--- src/logic/pmsc_pkg.sv ---
// Package: constants, states and carriers of the mission state control block
`default_nettype none
package pmsc_pkg;
  // ===========================================================
  // Startup link settings (fixed after startup)
  localparam logic       ROLE_PRIMARY       = 1'h1;
  localparam logic       ROLE_SECONDARY     = 1'h0;
  localparam logic       CRC_ENABLE_RST     = 1'h1;
  localparam logic [1:0] RETRY_LIMIT_RST    = 2'h3;
  localparam logic       WD_AUTO_BOOT_RST   = 1'h1;
  localparam logic       WD_ENABLE_RST      = 1'h1;
  localparam logic       IF_SEL_DEBUG       = 1'h0;
  // ===========================================================
  // Register indices on the I2C-side register port
  localparam logic [3:0] IDX_WD_LONG_WINDOW = 4'h0;
  localparam logic [3:0] IDX_WD_THRESHOLD   = 4'h1;
  localparam logic [3:0] IDX_LINK_CFG_A     = 4'h2;
  localparam logic [3:0] IDX_LINK_CFG_B     = 4'h3;
  localparam logic [3:0] IDX_STATUS         = 4'h4;
  localparam logic [7:0] WD_LONG_WINDOW_RST = 8'hff;
  localparam logic [7:0] WD_THRESHOLD_RST   = 8'h01;
  // Field positions
  localparam int CFGA_CRC_BIT   = 0;
  localparam int CFGA_ROLE_BIT  = 1;
  localparam int CFGB_IFSEL_BIT = 0;
  localparam int CFGB_RETRY_LSB = 1;
  localparam int CFGB_AUTO_BIT  = 3;
  localparam int CFGB_WDEN_BIT  = 5;
  // ===========================================================
  // Rail groups
  localparam int N_MCU_RAILS = 4;
  localparam int N_SOC_RAILS = 8;
  localparam int N_DDR_RAILS = 3;
  localparam logic [7:0] DDR_RAIL_MASK = 8'h07;
  // ===========================================================
  // Mission state machine, Gray along init -> preactive -> active
  typedef enum logic [2:0] {
    PMSC_INIT     = 3'h0,
    PMSC_PREACT   = 3'h1,
    PMSC_ACTIVE   = 3'h3,
    PMSC_MCU      = 3'h2,
    PMSC_SOC_ERR  = 3'h6,
    PMSC_RETAIN   = 3'h7,
    PMSC_STANDBY  = 3'h5,
    PMSC_RECOVERY = 3'h4
  } pmsc_state_t;
  // Request triggers from host, highest priority first in decode
  typedef struct packed {
    logic fault;      // Error forcing exit to recovery; ignored in SoC power error
    logic off_req;
    logic soc_err;
    logic on_req;
    logic mcu_req;
    logic retain_req;
    logic soc_return; // Leave SoC power error for MCU only
  } pmsc_trig_t;
  // Rail enables
  typedef struct packed {
    logic [N_MCU_RAILS-1:0] mcu;
    logic [N_SOC_RAILS-1:0] soc;
  } pmsc_rails_t;
endpackage : pmsc_pkg
`default_nettype wire

--- src/logic/pmsc_top.sv ---
// Top module: link startup settings, watchdog defaults and mission state machine
`default_nettype none
module pmsc_top #(
  parameter int EXIT_CYCLES = 4
) (
  // Clock and reset
  input  wire logic                 i_mclk,
  input  wire logic                 i_rstn,
  // Startup straps, asynchronous pins
  input  wire logic                 i_role_strap,
  input  wire logic                 i_return_from_hw,
  // Host triggers, asynchronous pins
  input  wire pmsc_pkg::pmsc_trig_t i_trig,
  // I2C-side register port, same clock
  input  wire logic                 i_reg_wr,
  input  wire logic                 i_reg_rd,
  input  wire logic [3:0]           i_reg_idx,
  input  wire logic [7:0]           i_reg_wdata,
  output logic [7:0]                o_reg_rdata,
  // Link settings
  output logic                      o_link_primary,
  output logic                      o_link_crc_check_enable,
  output logic [1:0]                o_link_retry_limit,
  output logic                      o_link_watchdog_enable,
  output logic                      o_link_watchdog_auto_boot,
  output logic                      o_link_logical_secondary,
  // Power outputs
  output pmsc_pkg::pmsc_rails_t     o_rails,
  output logic                      o_external_drive_enable,
  output logic                      o_residual_check_enable,
  output logic                      o_first_startup_done,
  output logic                      o_analog_supply_monitor_mask,
  output logic                      o_to_fault_recovery,
  output logic [2:0]                o_state
);

  // The exit counter is 8 bits wide and must see at least one cycle
  if (EXIT_CYCLES < 1 || EXIT_CYCLES > 255) begin : g_bad_exit_cycles
    $error("EXIT_CYCLES out of range");
  end

  // ===========================================================
  // Reset release and input synchronisers
  logic [1:0] rst_q;
  logic       rstn;
  always_ff @(posedge i_mclk or negedge i_rstn) begin
    if (!i_rstn) rst_q <= 2'h0;
    else rst_q <= {rst_q[0], 1'h1};
  end
  assign rstn = rst_q[1];

  // Straps and triggers are pins: two stages before any logic reads them
  localparam int NSYNC = $bits(pmsc_pkg::pmsc_trig_t) + 2;
  logic [NSYNC-1:0] sync1_q;
  logic [NSYNC-1:0] sync2_q;
  always_ff @(posedge i_mclk or negedge rstn) begin
    if (!rstn) begin
      sync1_q <= '0;
      sync2_q <= '0;
    end else begin
      sync1_q <= {i_role_strap, i_return_from_hw, i_trig};
      sync2_q <= sync1_q;
    end
  end
  pmsc_pkg::pmsc_trig_t trig;
  logic                 strap_s;
  logic                 hw_ret_s;
  assign {strap_s, hw_ret_s, trig} = sync2_q;

  // ===========================================================
  // Configuration registers; link settings freeze after the strap is caught
  logic       role_q, role_d;
  logic [1:0] latched_q, latched_d;
  logic [7:0] wd_long_q, wd_long_d, wd_thr_q, wd_thr_d;
  logic [7:0] cfga, cfgb;

  // Role caught once, on the third edge after reset release, never again;
  // earlier the strap synchroniser still shows its reset zero, not the pin
  always_comb begin
    role_d    = role_q;
    latched_d = (latched_q == 2'h3) ? latched_q : 2'(latched_q + 2'h1);
    if (latched_q == 2'h2) role_d = strap_s;
    wd_long_d = wd_long_q;
    wd_thr_d  = wd_thr_q;
    if (i_reg_wr && i_reg_idx == pmsc_pkg::IDX_WD_LONG_WINDOW) wd_long_d = i_reg_wdata;
    if (i_reg_wr && i_reg_idx == pmsc_pkg::IDX_WD_THRESHOLD) wd_thr_d = i_reg_wdata;
  end

  always_ff @(posedge i_mclk or negedge rstn) begin
    if (!rstn) begin
      role_q    <= pmsc_pkg::ROLE_SECONDARY;
      latched_q <= 2'h0;
      wd_long_q <= pmsc_pkg::WD_LONG_WINDOW_RST;
      wd_thr_q  <= pmsc_pkg::WD_THRESHOLD_RST;
    end else begin
      role_q    <= role_d;
      latched_q <= latched_d;
      wd_long_q <= wd_long_d;
      wd_thr_q  <= wd_thr_d;
    end
  end

  // Fixed link settings; writes to them are ignored by design
  always_comb begin
    cfga = 8'h00;
    cfga[pmsc_pkg::CFGA_CRC_BIT]  = pmsc_pkg::CRC_ENABLE_RST;
    cfga[pmsc_pkg::CFGA_ROLE_BIT] = role_q;
    cfgb = 8'h00;
    cfgb[pmsc_pkg::CFGB_IFSEL_BIT] = pmsc_pkg::IF_SEL_DEBUG;
    cfgb[pmsc_pkg::CFGB_RETRY_LSB +: 2] = pmsc_pkg::RETRY_LIMIT_RST;
    cfgb[pmsc_pkg::CFGB_AUTO_BIT] = pmsc_pkg::WD_AUTO_BOOT_RST;
    cfgb[pmsc_pkg::CFGB_WDEN_BIT] = pmsc_pkg::WD_ENABLE_RST;
  end

  assign o_link_primary            = (role_q == pmsc_pkg::ROLE_PRIMARY);
  assign o_link_crc_check_enable   = cfga[pmsc_pkg::CFGA_CRC_BIT];
  assign o_link_retry_limit        = cfgb[pmsc_pkg::CFGB_RETRY_LSB +: 2];
  assign o_link_watchdog_enable    = cfgb[pmsc_pkg::CFGB_WDEN_BIT];
  assign o_link_watchdog_auto_boot = cfgb[pmsc_pkg::CFGB_AUTO_BIT];
  assign o_link_logical_secondary  =
    (cfgb[pmsc_pkg::CFGB_IFSEL_BIT] == pmsc_pkg::IF_SEL_DEBUG);

  // ===========================================================
  // Mission state machine
  pmsc_pkg::pmsc_state_t st_q, st_d;
  logic [7:0] cnt_q, cnt_d;
  logic       fault_q, fault_d;
  logic       boot_q, boot_d;
  logic       rchk_q, rchk_d;
  logic       mask_q, mask_d;

  // One trigger acted on per cycle, tested from highest priority down
  always_comb begin
    st_d    = st_q;
    cnt_d   = cnt_q;
    fault_d = fault_q;
    boot_d  = boot_q;
    rchk_d  = rchk_q;
    mask_d  = mask_q;
    case (st_q)
      pmsc_pkg::PMSC_INIT: begin
        rchk_d = 1'h0;
        boot_d = 1'h1;
        mask_d = 1'h0;
        st_d   = pmsc_pkg::PMSC_PREACT;
      end
      pmsc_pkg::PMSC_PREACT: begin
        // Only fault and power-on act here; other wake requests wait
        if (trig.fault) begin
          st_d = pmsc_pkg::PMSC_STANDBY;
          fault_d = 1'h1;
          cnt_d = 8'h00;
        end else if (trig.on_req) st_d = pmsc_pkg::PMSC_ACTIVE;
      end
      pmsc_pkg::PMSC_ACTIVE, pmsc_pkg::PMSC_MCU, pmsc_pkg::PMSC_RETAIN: begin
        if (trig.fault) begin
          st_d = pmsc_pkg::PMSC_STANDBY;
          fault_d = 1'h1;
          cnt_d = 8'h00;
        end else if (trig.off_req) begin
          st_d = pmsc_pkg::PMSC_STANDBY;
          fault_d = 1'h0;
        end else if (trig.soc_err && st_q == pmsc_pkg::PMSC_ACTIVE) begin
          st_d = pmsc_pkg::PMSC_SOC_ERR;
        end else if (trig.on_req) st_d = pmsc_pkg::PMSC_ACTIVE;
        else if (trig.mcu_req) st_d = pmsc_pkg::PMSC_MCU;
        else if (trig.retain_req && st_q != pmsc_pkg::PMSC_RETAIN) begin
          st_d = pmsc_pkg::PMSC_RETAIN;
        end
      end
      pmsc_pkg::PMSC_SOC_ERR: begin
        if (trig.soc_return) st_d = pmsc_pkg::PMSC_MCU;
      end
      pmsc_pkg::PMSC_STANDBY: begin
        if (fault_q) begin
          // Exit sequence runs to completion before recovery is entered
          cnt_d = 8'(cnt_q + 8'h01);
          if (cnt_q == 8'(EXIT_CYCLES - 1)) st_d = pmsc_pkg::PMSC_RECOVERY;
        end else if (trig.fault) begin
          fault_d = 1'h1;
          cnt_d = 8'h00;
        end else if (trig.off_req) begin
          // Off request holds standby and blocks the lower wake requests
          st_d = pmsc_pkg::PMSC_STANDBY;
        end else if (trig.on_req) st_d = pmsc_pkg::PMSC_ACTIVE;
        else if (trig.mcu_req) st_d = pmsc_pkg::PMSC_MCU;
      end
      pmsc_pkg::PMSC_RECOVERY: begin
        if (hw_ret_s) begin
          st_d = pmsc_pkg::PMSC_STANDBY;
          fault_d = 1'h0;
        end
      end
      default: st_d = pmsc_pkg::PMSC_INIT;
    endcase
  end

  // Reset lands on the initialisation point
  always_ff @(posedge i_mclk or negedge rstn) begin
    if (!rstn) begin
      st_q    <= pmsc_pkg::PMSC_INIT;
      cnt_q   <= 8'h00;
      fault_q <= 1'h0;
      boot_q  <= 1'h0;
      rchk_q  <= 1'h1;
      mask_q  <= 1'h1;
    end else begin
      st_q    <= st_d;
      cnt_q   <= cnt_d;
      fault_q <= fault_d;
      boot_q  <= boot_d;
      rchk_q  <= rchk_d;
      mask_q  <= mask_d;
    end
  end

  // ===========================================================
  // Rail and drive outputs, registered from the next state
  // so rails switch on the same edge as the state code
  pmsc_pkg::pmsc_rails_t rails_d, rails_q;
  logic                  drv_d, drv_q;
  always_comb begin
    rails_d = '0;
    drv_d   = 1'h0;
    case (st_d)
      pmsc_pkg::PMSC_ACTIVE: begin
        rails_d = '1;
        drv_d   = 1'h1;
      end
      pmsc_pkg::PMSC_MCU, pmsc_pkg::PMSC_SOC_ERR: begin
        rails_d.mcu = '1;
        drv_d       = 1'h1;
      end
      pmsc_pkg::PMSC_RETAIN: begin
        rails_d.soc = pmsc_pkg::DDR_RAIL_MASK;
      end
      default: begin
        rails_d = '0;
      end
    endcase
  end

  always_ff @(posedge i_mclk or negedge rstn) begin
    if (!rstn) begin
      rails_q <= '0;
      drv_q   <= 1'h0;
    end else begin
      rails_q <= rails_d;
      drv_q   <= drv_d;
    end
  end

  assign o_rails                      = rails_q;
  assign o_external_drive_enable      = drv_q;
  assign o_residual_check_enable      = rchk_q;
  assign o_first_startup_done         = boot_q;
  assign o_analog_supply_monitor_mask = mask_q;
  assign o_to_fault_recovery          = (st_q == pmsc_pkg::PMSC_RECOVERY);
  assign o_state                      = st_q;

  // ===========================================================
  // Register read, registered; unknown index reads zero
  // Only the watchdog pair takes writes; the link settings stay fixed
  logic [7:0] rd_d, rd_q;
  always_comb begin
    rd_d = rd_q;
    if (i_reg_rd) begin
      if (i_reg_idx == pmsc_pkg::IDX_WD_LONG_WINDOW) rd_d = wd_long_q;
      else if (i_reg_idx == pmsc_pkg::IDX_WD_THRESHOLD) rd_d = wd_thr_q;
      else if (i_reg_idx == pmsc_pkg::IDX_LINK_CFG_A) rd_d = cfga;
      else if (i_reg_idx == pmsc_pkg::IDX_LINK_CFG_B) rd_d = cfgb;
      else if (i_reg_idx == pmsc_pkg::IDX_STATUS) rd_d = {boot_q, fault_q, 3'h0, st_q};
      else rd_d = 8'h00;
    end
  end
  always_ff @(posedge i_mclk or negedge rstn) begin
    if (!rstn) rd_q <= 8'h00;
    else rd_q <= rd_d;
  end
  assign o_reg_rdata = rd_q;

endmodule : pmsc_top
`default_nettype wire
--- config.mk ---
export PLATFORM = sky130hd
export DESIGN_NAME = pmsc_top
export DESIGN_NICKNAME = d
export VERILOG_FILES = /design/src/logic/pmsc_pkg.sv /design/src/logic/pmsc_top.sv
export SDC_FILE = /design/constraint.sdc
export NUM_CORES = 1
export LEC_CHECK = 0
export ABC_AREA = 1
export ABC_CLOCK_PERIOD_IN_PS = 5600
export BUFFER_PORTS_ARGS = -buffer_cell sky130_fd_sc_hd__buf_2
export CAP_MARGIN = 25
export CORE_MARGIN = 2
export CORE_UTILIZATION = 40
export CTS_CLUSTER_DIAMETER = 30
export DETAILED_ROUTE_END_ITERATION = 8
export PLACE_DENSITY_LB_ADDON = 0.3
export SLEW_MARGIN = 20
export SYNTH_ARGS = -nofsm -noshare
export SYNTH_HDL_FRONTEND = slang
export SYNTH_SLANG_ARGS = --single-unit
--- constraint.sdc ---
create_clock -name i_mclk -period 5.6 [get_ports i_mclk]
set_input_delay 0.56 -clock i_mclk [delete_from_list [all_inputs] [get_ports i_mclk]]
set_output_delay 0.56 -clock i_mclk [all_outputs]
set_load 0.01 [all_outputs]
==> flow_metrics.env <==
export IMPL_status="finished clean"
export IMPL_grt_overflow_total=0
export IMPL_grt_first_pass_wirelength_mm=9.70
export IMPL_post_synth_top_area_fraction_pct=46.0
export IMPL_cts_sinks=64
export IMPL_yosysWarnings=0
export IMPL_worstSetupPathType="flip-flop to output pin"
export IMPL_crit_path_top_delay_cell="dfrtp_1"
export IMPL_rows=31
export IMPL_clkTransAtPathRegs_ns=0.07
export IMPL_clock_fmax_ghz=0.529
export IMPL_dp_cells=446
export IMPL_period_needed_ns=1.89
export IMPL_antenna_found_initial=0
export IMPL_final_core_util_pct=47.5
export IMPL_holdBufCountCts=1
export IMPL_vdd_ir_drop_max_mv=0.147
export IMPL_worstSkewPairLatency_ns=0.33
export IMPL_max_slew_margin_pct=66.3
export IMPL_die_y_um=89.7
export IMPL_regArea_mm2=0.00162
export IMPL_whs_ns=0.229
export IMPL_postSynthCellCount=309
export IMPL_hold_class="flip-flop to async pin"
export IMPL_htree_levels=3
export IMPL_drv_slew=0
export IMPL_avgRoutedWirePerCell_um=12.2
export IMPL_synth_edf_count=0
export IMPL_synth_distinct_cells=38
export IMPL_dpl_hpwl_mm=4.07
export IMPL_start_util_pct=41.0
export IMPL_first_iter_violations=78
export IMPL_ys_seq_elements=64
export IMPL_yosys_area_share_simple_pct=20.1
export IMPL_core_area_mm2=0.00718
export IMPL_synth_main_ff_cell="dfrtp_1"
export IMPL_grt_pass1_vias=2061
export IMPL_multi_input_area_mm2=0.00106
export IMPL_drc=0
export IMPL_tns_ns=0
export IMPL_synth_area_leaders="dfrtp_1 46%, dfstp_2 8.9%, nand2_1 8.8%"
export IMPL_slowest_delay_ns=0.51
export IMPL_fin_cells=463
export IMPL_power_mw=1.40
export IMPL_via_count=2117
export IMPL_final_setup_viol_count=0
export IMPL_placed_cell_area_mm2=0.00319
export IMPL_diodes=0
export IMPL_synth_area_mm2=0.00294
export IMPL_wl_mm=5.64
export IMPL_synthAdderAreaFrac_pct=1.28
export IMPL_rsz0062_at_grt="false"
export IMPL_worstPathCellList="inv_4 > nand2_2 > nor2_1 > buf_2"
export IMPL_layout_commonest_cell="nand2_1"
export IMPL_viasPerCell=4.57
export IMPL_start_kind="flip-flop"
export IMPL_cts_tree="done"
export IMPL_syn_area_per_cell_um2=9.51
export IMPL_first_pass_iters=4
export IMPL_synth_largest_area_cell="dfrtp_1"
export IMPL_worstMarginPinSlew_ns=0.506
export IMPL_ctsResizeCount=0
export IMPL_p_per_area_mw_per_mm2=411
export IMPL_design_area_mm2=0.00341
export IMPL_ant_nets=0
export IMPL_path_max_fanout=8
export IMPL_finalHoldViolations=0
export IMPL_required_ns=5.04
export IMPL_yosysSeqAreaShare_pct=54.9
export IMPL_track_usage_pct=15.1
export IMPL_place_ws_ns=3.89
export IMPL_fin_ws_ns=3.71
export IMPL_worstPathArrival_ns=1.33
export IMPL_mostFrequentLayoutCells="69 x nand2_1, 53 x dfrtp_1, 53 x buf_2"
export IMPL_synth_top_family_by_area="simple AND/OR/NAND/NOR gates"
export IMPL_portBuffers=53
export IMPL_grt_max_degree=41
export IMPL_skew_ns=0.00619
export IMPL_layout_drive_gt1_share_pct=33.2
export IMPL_drv_cap=0
export IMPL_path_delay_family="flip-flops"
export IMPL_synth_compound_area_share_pct=12.9
export IMPL_crit_path_end_kind="output pin"
export IMPL_synth_mux_area_fraction_pct=0
export IMPL_ios=60
export IMPL_postCtsSetupBuffers=0
export IMPL_ys_async_sr_fraction_pct=100
export IMPL_fin_crit_sh_pct=33.8
export IMPL_areaGrowthSynthToFinish_pct=16.0
export IMPL_gp_congestion=0.881
export IMPL_root_buffer="clkbuf_8"
export IMPL_cts_buffers=9
export IMPL_nets=387
export IMPL_n_fill_cell=716
export IMPL_synth_xor_area_share_pct=0.894
export IMPL_die_area_mm2=0.00805
export IMPL_cts_buffer_depth=2
export IMPL_fp_dieW_um=89.7
export IMPL_p_leak_nw=1.66
export IMPL_crit_buf_inv=2
## cell usage after synthesis, types with 6 or more instances
cell type,instances
nand2_1,69
dfrtp_1,54
inv_1,26
nor2_1,23
buf_4,20
o21ai_1,12
dfstp_2,10
a21oi_1,9
nand3_1,9
nor2_2,9
o21ai_0,9
o21ai_2,9
nand2_2,6
## layout make-up
cell class | instances | share of cell area, %
timing repair buffer | 55 | 8.29
inverter | 31 | 3.56
multi-input combinational | 198 | 31.1
clock buffer | 11 | 4.44
sequential | 64 | 47.4
tap | 99 | 3.63
clock inverter | 5 | 1.61
## report_power, final
group | leakage [nW] | switching [mW] | internal [mW] | total (mW)
clock | 0.101 | 0.172 | 0.228 | 0.400
combinational | 0.800 | 0.248 | 0.142 | 0.390
sequential | 0.763 | 0.0766 | 0.536 | 0.612
## sequential cells by signal (all words and copies together), names as in the netlist, 2 cells and up
signal	count
wd_long_q	8
wd_thr_q	8
o_reg_rdata	8
o_rails	3
latched_q	2
sync1_q	9
sync2_q	9
cnt_q	8
rst_q	2
o_state	3
## kinds of logic (layout without fill, tap and decap cells)
logic type	count (synthesis)	in the layout
adders and majority gates	3	3
buffers and inverters	53	102
AOI/OAI and AO/OA	56	56
other	1	7
and+or+nand+nor	129	129
DFF	64	64
xor gates and xnor gates	3	3
## final timing paths
check / from / to / slack (ns) / depth (start not counted)
setup / recovery: o_state[1] / o_to_fault_recovery / 3.71 / 4
hold / removal: rst_q[1] / sync1_q[6] / 0.23 / 0
setup reg to reg: o_state[2] / cnt_q[6] / 4.01 / 7
hold reg to reg: rst_q[1] / sync1_q[6] / 0.23 / 0
max in group asynchronous: rst_q[1] / o_analog_supply_monitor_mask / 4.48 / 1
min in group i_mclk: i_trig[3] / sync1_q[3] / 0.33 / 1
## metal layers
metal  up-vias  wire length (µm)  global-route usage (%)  part of all wire (%)
li1       1078                 -                       -                     -
met1       964              2720                    19.8                    48
met2        62              2520                    23.4                    45
met3        13               263                    3.77                   4.7
met4         0               134                    7.95                   2.4
met5         -                 0                       0                     0
## worst reg2reg max path, cell delays in order, from the launching register on
cell and delay (ns):
dfrtp_1 0.58, inv_2 0.12, nor2_2 0.16, nand2_2 0.10
nor2_4 0.19, o21ai_4 0.12, nor3_1 0.15, nor2_1 0.07
Note: power is estimated with default switching activity, not from simulation.
